$ cat src/fault_summary_pkg.sv
// shared constants and carriers for the fault summary register block
// assumes a single core clock and a command port fed by the serial management front end
package fault_summary_pkg;

  // ==========================================================================
  // command codes
  localparam logic [7:0]  CMD_OUTPUT_FALL_TIME    = 8'h65;
  localparam logic [7:0]  CMD_FAULT_SUMMARY_BYTE  = 8'h78;
  localparam logic [7:0]  CMD_FAULT_SUMMARY_WORD  = 8'h79;
  // code of the commit-settings command; value is arbitrary
  localparam logic [7:0]  CMD_COMMIT_SETTINGS     = 8'he7;

  // ==========================================================================
  // sizes and reset values
  localparam int          NUM_OUTPUTS             = 2;
  localparam logic [15:0] OUTPUT_FALL_TIME_RESET  = 16'h01f4;

  // ==========================================================================
  // bit positions in the summary byte and word
  localparam int          SUM_OTHER_CHANGE_BIT    = 0;
  localparam int          SUM_COMM_MEM_LOGIC_BIT  = 1;
  localparam int          SUM_TEMPERATURE_BIT     = 2;
  localparam int          SUM_INPUT_UV_BIT        = 3;
  localparam int          SUM_OUTPUT_OC_BIT       = 4;
  localparam int          SUM_OUTPUT_OV_BIT       = 5;
  localparam int          SUM_OFF_BIT             = 6;
  localparam int          SUM_NOT_POWER_GOOD_BIT  = 11;
  localparam int          SUM_VENDOR_EVENT_BIT    = 12;
  localparam int          SUM_INPUT_VOLTAGE_BIT   = 13;
  localparam int          SUM_OUTPUT_CURRENT_BIT  = 14;
  localparam int          SUM_OUTPUT_VOLTAGE_BIT  = 15;

  // detailed status of one output page
  typedef struct packed {
    logic off;               // not delivering power, for any reason
    logic power_good;        // power-good level of this output
    logic vout_ov;           // output overvoltage fault
    logic vout_uv;           // output undervoltage fault
    logic vout_max_warn;     // output voltage maximum warning
    logic output_current_summary_flag_oc;           // output overcurrent fault
    logic output_current_summary_flag_oc_uv;        // overcurrent with undervoltage fault
    logic output_current_summary_flag_share;        // current share fault
  } output_status_t;

  // detailed status common to the whole unit
  typedef struct packed {
    logic       vin_ov;      // input overvoltage fault
    logic       vin_uv;      // input undervoltage fault
    logic       temp_ot_fault;
    logic       temp_ot_warn;
    logic       temp_ut_fault;
    logic [7:0] comm_mem_logic; // detailed communication, memory, logic bits
    logic       vendor_event;
    logic       other_change;
  } unit_status_t;

  // one command from the serial front end
  typedef struct packed {
    logic        valid;
    logic        write;
    logic        page;
    logic [7:0]  code;
    logic [15:0] wdata;
  } command_t;

  // answer to a read command
  typedef struct packed {
    logic        valid;
    logic        error;
    logic [15:0] data;
  } response_t;

endpackage : fault_summary_pkg

$ cat src/fall_time_slot.sv
// one output page of the fall-time setting: written value and committed value
// assumes writes and commits arrive as one-cycle strobes on the core clock
module fall_time_slot (
  input  wire logic        core_clk_i,
  input  wire logic        rst_i,
  input  wire logic        write_i,
  input  wire logic [15:0] wdata_i,
  input  wire logic        commit_i,
  output logic [15:0]      setting_o,
  output logic [15:0]      active_o
);
  import fault_summary_pkg::*;

  // ==========================================================================
  // written value, read back by the host at once
  always_ff @(posedge core_clk_i or posedge rst_i) begin
    if (rst_i) begin
      setting_o <= OUTPUT_FALL_TIME_RESET;
    end else if (write_i) begin
      setting_o <= wdata_i;
    end
  end

  // ==========================================================================
  // value the ramp uses; a write alone never reaches it
  // a write and commit in the same cycle commit the new value
  always_ff @(posedge core_clk_i or posedge rst_i) begin
    if (rst_i) begin
      active_o <= OUTPUT_FALL_TIME_RESET;
    end else if (commit_i) begin
      active_o <= write_i ? wdata_i : setting_o;
    end
  end

endmodule // fall_time_slot

$ cat src/fault_status_summary.sv
// fall-time setting per output page and global fault summary byte and word
// assumes a serial management front end hands over decoded commands, one per cycle at most
//
// Operation
// - old fall time stays in use until the commit command follows a write
// - fall time is per page, sixteen bit read/write, resets to 01f4h
// - global read-only summary byte reflects faults of either output
// - bit 6 set whenever an output delivers no power, for any reason
// - bit 5 overvoltage, bit 4 overcurrent, bit 3 input undervoltage
// - bit 2 any temperature fault or warning, bit 1 communication memory logic
// - bit 0 for other status changes, byte bit 7 unused
// - low byte of the summary word equals the summary byte
// - summary word is global, read-only, two bytes, covers either output
// - word bits 15, 14, 13: output voltage, output current, input voltage
// - word bit 12 set when a vendor specific event occurred
// - word bit 11 set while power-good is negated
module fault_status_summary (
  input  wire logic                              core_clk_i,
  input  wire logic                              rst_i,
  input  wire fault_summary_pkg::command_t       command_i,
  input  wire fault_summary_pkg::output_status_t output0_status_i,
  input  wire fault_summary_pkg::output_status_t output1_status_i,
  input  wire fault_summary_pkg::unit_status_t   unit_status_i,
  output fault_summary_pkg::response_t           response_o,
  output logic [15:0]                            fall_time0_o,
  output logic [15:0]                            fall_time1_o,
  output logic [7:0]                             fault_summary_byte_o,
  output logic [15:0]                            fault_summary_word_o,
  output logic                                   write_refused_o
);
  import fault_summary_pkg::*;

  // ==========================================================================
  // declarations
  output_status_t          page_status [NUM_OUTPUTS];
  logic [NUM_OUTPUTS-1:0]  slot_write;
  logic [15:0]             slot_setting [NUM_OUTPUTS];
  logic [15:0]             slot_active [NUM_OUTPUTS];
  logic                    commit_strobe;
  logic [7:0]              next_summary_byte;
  logic [15:0]             next_summary_word;
  logic [NUM_OUTPUTS-1:0]  any_off;
  logic [NUM_OUTPUTS-1:0]  any_ov;
  logic [NUM_OUTPUTS-1:0]  any_oc;
  logic [NUM_OUTPUTS-1:0]  any_vout;
  logic [NUM_OUTPUTS-1:0]  any_output_current_summary_flag;
  logic [NUM_OUTPUTS-1:0]  any_not_good;
  response_t               next_response;
  logic                    next_refused;

  assign page_status[0] = output0_status_i;
  assign page_status[1] = output1_status_i;

  // ==========================================================================
  // command decode for writes
  // the commit reaches every page: the ramp of either output follows the same command
  assign commit_strobe = command_i.valid && command_i.write
                         && (command_i.code == CMD_COMMIT_SETTINGS);

  // ==========================================================================
  // one fall-time slot per output page
  genvar gi;
  generate
    for (gi = 0; gi < NUM_OUTPUTS; gi++) begin : g_page
      // a write lands only in the slot of the addressed page
      assign slot_write[gi] = command_i.valid && command_i.write
                              && (command_i.code == CMD_OUTPUT_FALL_TIME)
                              && (command_i.page == 1'(gi));

      fall_time_slot u_slot (
        .core_clk_i (core_clk_i),
        .rst_i      (rst_i),
        .write_i    (slot_write[gi]),
        .wdata_i    (command_i.wdata),
        .commit_i   (commit_strobe),
        .setting_o  (slot_setting[gi]),
        .active_o   (slot_active[gi])
      );

      // per-page category terms, gathered across pages below
      assign any_off[gi]      = page_status[gi].off;
      assign any_ov[gi]       = page_status[gi].vout_ov;
      assign any_oc[gi]       = page_status[gi].output_current_summary_flag_oc;
      assign any_vout[gi]     = page_status[gi].vout_ov | page_status[gi].vout_uv
                                | page_status[gi].vout_max_warn;
      assign any_output_current_summary_flag[gi]     = page_status[gi].output_current_summary_flag_oc | page_status[gi].output_current_summary_flag_oc_uv
                                | page_status[gi].output_current_summary_flag_share;
      assign any_not_good[gi] = ~page_status[gi].power_good;
    end
  endgenerate

  // ==========================================================================
  // summary byte: category bits ORed over both outputs, unused bits zero
  always_comb begin
    next_summary_byte                         = 8'h00;
    next_summary_byte[SUM_OFF_BIT]            = |any_off;
    next_summary_byte[SUM_OUTPUT_OV_BIT]      = |any_ov;
    next_summary_byte[SUM_OUTPUT_OC_BIT]      = |any_oc;
    next_summary_byte[SUM_INPUT_UV_BIT]       = unit_status_i.vin_uv;
    next_summary_byte[SUM_TEMPERATURE_BIT]    = unit_status_i.temp_ot_fault
                                                | unit_status_i.temp_ot_warn
                                                | unit_status_i.temp_ut_fault;
    next_summary_byte[SUM_COMM_MEM_LOGIC_BIT] = |unit_status_i.comm_mem_logic;
    next_summary_byte[SUM_OTHER_CHANGE_BIT]   = unit_status_i.other_change;
  end

  // ==========================================================================
  // summary word: low byte is the byte summary itself, so they never disagree
  always_comb begin
    next_summary_word                         = 16'h0000;
    next_summary_word[7:0]                    = next_summary_byte;
    next_summary_word[SUM_OUTPUT_VOLTAGE_BIT] = |any_vout;
    next_summary_word[SUM_OUTPUT_CURRENT_BIT] = |any_output_current_summary_flag;
    next_summary_word[SUM_INPUT_VOLTAGE_BIT]  = unit_status_i.vin_ov
                                                | unit_status_i.vin_uv;
    next_summary_word[SUM_VENDOR_EVENT_BIT]   = unit_status_i.vendor_event;
    next_summary_word[SUM_NOT_POWER_GOOD_BIT] = |any_not_good;
  end

  // ==========================================================================
  // registered summaries; the detailed sources hold their own sticky state,
  // so this block follows them with one cycle of latency and keeps no history
  always_ff @(posedge core_clk_i or posedge rst_i) begin
    if (rst_i) begin
      fault_summary_byte_o <= 8'h00;
      fault_summary_word_o <= 16'h0000;
    end else begin
      fault_summary_byte_o <= next_summary_byte;
      fault_summary_word_o <= next_summary_word;
    end
  end

  // ==========================================================================
  // read answers; summaries are global, so the page field is ignored for them
  // reads return the live value, registered like the byte output, so the host sees the same bits as the byte output in the same cycle
  always_comb begin
    next_response       = '0;
    next_response.valid = command_i.valid && !command_i.write;
    if (command_i.valid && !command_i.write) begin
      unique case (command_i.code)
        CMD_OUTPUT_FALL_TIME: begin
          next_response.data = slot_setting[command_i.page];
        end
        CMD_FAULT_SUMMARY_BYTE: begin
          next_response.data = {8'h00, next_summary_byte};
        end
        CMD_FAULT_SUMMARY_WORD: begin
          next_response.data = next_summary_word;
        end
        default: begin
          next_response.error = 1'b1;                                    // unmapped code
        end
      endcase
    end
  end

  always_ff @(posedge core_clk_i or posedge rst_i) begin
    if (rst_i) begin
      response_o <= '0;
    end else begin
      response_o <= next_response;
    end
  end

  // ==========================================================================
  // writes to the read-only summaries or to unknown codes are dropped and flagged
  always_comb begin
    next_refused = 1'b0;
    if (command_i.valid && command_i.write) begin
      next_refused = !((command_i.code == CMD_OUTPUT_FALL_TIME)
                       || (command_i.code == CMD_COMMIT_SETTINGS));
    end
  end

  always_ff @(posedge core_clk_i or posedge rst_i) begin
    if (rst_i) begin
      write_refused_o <= 1'b0;
    end else begin
      write_refused_o <= next_refused;
    end
  end

  // ==========================================================================
  // committed fall times to the ramp generators; registered again so the
  // outputs come from flops here; the ramp sees a commit two cycles after it
  always_ff @(posedge core_clk_i or posedge rst_i) begin
    if (rst_i) begin
      fall_time0_o <= OUTPUT_FALL_TIME_RESET;
      fall_time1_o <= OUTPUT_FALL_TIME_RESET;
    end else begin
      fall_time0_o <= slot_active[0];
      fall_time1_o <= slot_active[1];
    end
  end

endmodule // fault_status_summary

$ cat config.mk
export PLATFORM = sky130hd
export DESIGN_NAME = fault_status_summary
export DESIGN_NICKNAME = d
export VERILOG_FILES = /design/src/fault_summary_pkg.sv /design/src/fall_time_slot.sv /design/src/fault_status_summary.sv
export SDC_FILE = /design/constraint.sdc
export NUM_CORES = 1
export LEC_CHECK = 0
export BUFFER_PORTS_ARGS = -buffer_cell sky130_fd_sc_hd__clkbuf_2
export CAP_MARGIN = 20
export CORE_AREA = 2 2 100 102
export DETAILED_ROUTE_END_ITERATION = 7
export DIE_AREA = 0 0 102 104
export PLACE_DENSITY = 0.89
export SLEW_MARGIN = 10
export SYNTH_ARGS = -nofsm -noshare
export SYNTH_HDL_FRONTEND = slang
export SYNTH_SLANG_ARGS = --single-unit
$ cat constraint.sdc
create_clock -name core_clk_i -period 5.14 [get_ports core_clk_i]
set_input_delay 0.771 -clock core_clk_i [delete_from_list [all_inputs] [get_ports core_clk_i]]
set_output_delay 0.771 -clock core_clk_i [all_outputs]
set_load 0.01 [all_outputs]
# [Word level (Yosys, flattened, before mapping)]
# Index checks and enable logic that the tools add are counted.
[totals] in_bits=60 out_inout_bits=75 reg_bits=134
[op_classes] reduce_logical=17 n_eq_ne=4 muxes=9 magnitude_cmp=1 bitwise=15
[ops] cell="2-to-1 mux 16 bit" count=5
[ops] cell="case mux 16 bit (3 select lines)" count=1
[ops] cell="equality test 8 x 7 -> 1 bit (second input constant)" count=3
[ops] cell="2-to-1 mux 17 bit" count=1
[ops] cell="OR reduction 2 bit" count=6
[ops] cell="OR 1 bit" count=11
[ops] cell="equality test 8 bit (second input constant)" count=1
[ops] cell="OR reduction 8 bit" count=1
[ops] cell="logical AND 1 bit" count=6
[ops] cell="inverter 1 bit" count=3
[ops] cell="OR reduction 3 bit" count=1
[ops] cell=">= comparator 2 bit (second input constant)" count=1
[ops] cell="zero test 1 bit" count=2
[ops] cell="2-to-1 mux 1 bit" count=2
[ops] cell="inverter 1 -> 2 bit" count=1
[ops] cell="logical OR 1 bit" count=1

# [Logic depth before layout (Yosys ltp)]
[depth] word_depth=6 depth_mapped=6

# [Hierarchy]
# A second synthesis with hierarchy kept.
[unflattened] hier_cells=297 hier_area_um2=4894.7
[by_module_without_submodules] mod="fall_time_slot" instances=2 area_per_inst_um2=1298.7 cells_each=69
[by_module_without_submodules] mod="fault_status_summary" instances=1 area_per_inst_um2=2297.2 cells_each=159

# [Least setup slack after synthesis]
# OpenSTA, ideal clock, no wires.
[synth_path] path_kind="input -> register" startpoint="input command_i[20] in the netlist's numbering" endpoint="register g_page[0].u_slot.active_o[0]" arrival_time_ps=1990 stages=6 setup_ps=125 n_path_buf=2 setup_slack_ps=3025 required_ps=5015 path_cell_list="nand4bb_4 > nor2_4 > and4_1 > buf_6 > buf_12 > mux2_4"
[synth_between] elab_chain_cells=4
[synth_lines] element="start, declared" line="fault_status_summary.sv:20" text="input wire fault_summary_pkg::command_t command_i,"
[synth_lines] element="equality test 8 x 7 -> 1 bit" line="fault_status_summary.sv:67" text="&& (command_i.code == CMD_OUTPUT_FALL_TIME)"
[synth_lines] element="logical AND 1 bit" line="fault_status_summary.sv:67"
[synth_lines] element="logical AND 1 bit" line="fault_status_summary.sv:68" text="&& (command_i.page == 1'(gi));"
[synth_lines] element="2-to-1 mux 16 bit" line="fall_time_slot.sv:31" text="active_o <= write_i ? wdata_i : setting_o;"
[synth_lines] element="end signal, assigned" line="fall_time_slot.sv:31"
[synth_lines] element="end, declared" line="fall_time_slot.sv:10" text="output logic [15:0] active_o"
# Parallel ways exist; a longest one is shown, timed or not.
# A chain may end at the register's enable or synchronous reset.

# [Worst setup path in the final report]
[layout_path] startpoint="input command_i[16] in the netlist's numbering" endpoint="register g_page[0].u_slot.active_o[14]"
# The elaborated chain is that of the path after synthesis.

==> impl_metrics.json <==
{
  "status": "finished, final reports clean",
  "die_w_um": 102,
  "seq_area_frac_synth_pct": 66.32,
  "worst_pin_slew_ns": 1.090,
  "clock.fmax_ghz": 0.4171,
  "dp_hpwl_um": 6915,
  "cp-end-kind": "register",
  "wirelength_um": 10190,
  "synthCells": 292,
  "n_antenna_cell": 0,
  "io_buffers": 129,
  "cellLeakagePower_nw": 3.070,
  "p_total_mw": 2.220,
  "grt_use_total_pct": 20.68,
  "power_frac_seq_pct": 45.8,
  "cts-htree-levels": 4,
  "finClkSkew_ns": 0.005140,
  "postCtsHoldBufs": 0,
  "antenna_left": 0,
  "die_h_um": 104,
  "switchingPower_mw": 0.4577,
  "gp_congestion": 0.7607,
  "top_usage_layer": "met2",
  "share_comb_of_total_power_pct": 4.1,
  "avgSynthCellArea_sq_um": 16.64,
  "drt_iter0_drc": 114,
  "drive_gt1_share_pct": 65.53,
  "clock_path_buffers": 2,
  "hold_viol_final": 0,
  "cts_buffers": 17,
  "required_ns": 5.54,
  "grt_pass1_vias": 2945,
  "die-area_sq_mm": 0.01061,
  "grt_pass1_wl_um": 15930,
  "maxSlewHeadroom_pct": 27.32,
  "setup_viol": 0,
  "cp-start-kind": "input port",
  "clockPowerShare_pct": 50.1,
  "crit_type": "input port to register",
  "finalCriticalPeriod_ns": 2.398,
  "drv_slew": 0,
  "ys_seq_elements": 127,
  "grt_use_met3_pct": 5.578,
  "syn_area_sq_mm": 0.004860,
  "dr.pass1.iters": 4,
  "fin_hold_ws_ns": 0.1730,
  "wl_per_cell_um": 17.85,
  "postCtsSetupRepairBufs": 0,
  "antenna_found_initial": 0,
  "drc_errors": 0,
  "grtUsageMet1_pct": 24.82,
  "cts_resized": 0,
  "swShare_pct": 20.62,
  "cts_sinks": 127,
  "start_util_pct": 50.89,
  "cts_root_buf": "clkbuf_8",
  "p_int_mw": 1.762,
  "vias": 2811,
  "min_path_type": "input port to asynchronous set/reset pin",
  "layout.nets": 485,
  "tritoncts": "built",
  "vdd_drop_max_mv": 0.1453,
  "io_pins": 135,
  "viasPerCell": 4.923,
  "period_share_pct": 46.65,
  "syn2layout_area_growth_pct": 25.59,
  "use_met2_pct": 34.59,
  "yosys_warnings": 0,
  "rows": 36,
  "rsz0062_at_grt": "no",
  "clkTransAtPathRegs_ns": 0.06,
  "cap_violations": 0,
  "setup_tns_ns": 0,
  "crit_path_max_fanout": 32,
  "grt_overflow_total": 0,
  "worstSkewPairLatency_ns": 0.51,
  "ys_types": 33,
  "grt_max_degree": 90,
  "layout_common_cells": "clkbuf_2 (129), dfrtp_1 (91), mux2_2 (46)",
  "cp.arrival_ns": 2.80,
  "core_area_sq_mm": 0.009549,
  "layout_commonest_cell": "clkbuf_2",
  "power_density_mw_per_mm2": 363.7
}
[per-stage QoR]
stage | instance area (sq um) | utilization [%] | std cells | worst slack [ns]
floorplan | 4875 | - | 296 | 1.044
global placement | 5513 | 57.73 | 538 | 2.292
detailed placement | 5513 | 57.73 | 538 | 2.203
CTS | 6076 | 63.63 | 570 | 2.755
global route | 6103 | 63.92 | 571 | 2.665
finish | 6103 | 63.92 | 571 | 2.742
[registers in the layout, indices dropped and copies added, names as in the netlist]
signal                   count
fall_time0_o                16
fall_time1_o                16
fault_summary_word_o        12
g_page.u_slot.active_o      32
g_page.u_slot.setting_o     32
response_o                  18
write_refused_o              1
[cells in the mapped netlist (all sizes together)]
cell	n	area share, %
a32oi	5	0.90
nand4bb	1	0.57
and4	1	0.18
nor4	6	1.1
nand2b	3	0.39
nand2	8	0.62
nand4	1	0.44
a21oi	2	0.21
a22oi	5	0.77
nor2	16	1.4
nand4b	1	0.49
or3	1	0.13
nor3	1	0.10
conb	1	0.077
dfrtp	91	47
xor2	1	0.18
nand3	1	0.10
inv	2	0.15
nand3b	1	0.15
mux2i	4	0.82
or2	4	0.51
clkbuf	1	0.077
buf	22	4.2
o311a	1	0.23
dfstp	36	19
mux2	76	20
[per-layer routing]
metal  vias to the layer above  part of all wire [%]
li1                       1273                     -
met1                      1431                    41
met2                        86                    53
met3                        21                   3.8
met4                         0                   2.5
met5                         -                     0
[worst paths after layout]
kind,start,depth (start not counted),slack (ns),endpoint
setup / recovery,command_i[16],5,2.74,g_page[0].u_slot.active_o[14]
hold / removal,rst_i,2,0.17,g_page[1].u_slot.setting_o[0]
setup reg to reg,g_page[0].u_slot.setting_o[15],3,4.06,response_o[15]
hold reg to reg,g_page[0].u_slot.active_o[4],0,0.37,fall_time0_o[4]
max in group asynchronous,rst_i,4,3.79,fall_time0_o[2]
min in group core_clk_i,g_page[0].u_slot.active_o[4],0,0.37,fall_time0_o[4]
[critical path: stages]
cell and delay, ns:
clkbuf_2 0.21, nand4bb_4 0.19, nor2_4 0.21, and4_2 1.00
mux2_2 0.42
[cells by family after synthesis]
kind of cell,count (synthesis),share of synthesized area (%)
mux,80,20.75
flops,127,66.32
simple gates,45,6.153
compound gates,13,2.111
xor+xnor,1,0.1803
buf+inv,25,4.403
other cells,1,0.07717
[cell type report]
class | instances | area (sq um)
Fill cell | 715 | 3446
Sequential cell | 127 | 3223
Multi-Input combinational cell | 144 | 1445
Timing Repair Buffer | 133 | 695.7
Clock buffer | 26 | 508.0
Tap cell | 133 | 166.4
Clock inverter | 6 | 55.05
Inverter | 2 | 10.01
[power by group through the flow]
stage | combinational, mW | clock (mW) | sequential [mW]
floorplan | 0.0443 | 0 | 1.04
detailed placement | 0.0883 | 0 | 1.03
CTS | 0.0888 | 1.13 | 1.02
finish | 0.0900 | 1.11 | 1.02
global placement | 0.0846 | 0 | 1.03
global route | 0.0993 | 1.18 | 1.02
Note: power is estimated with default switching activity, not from simulation.
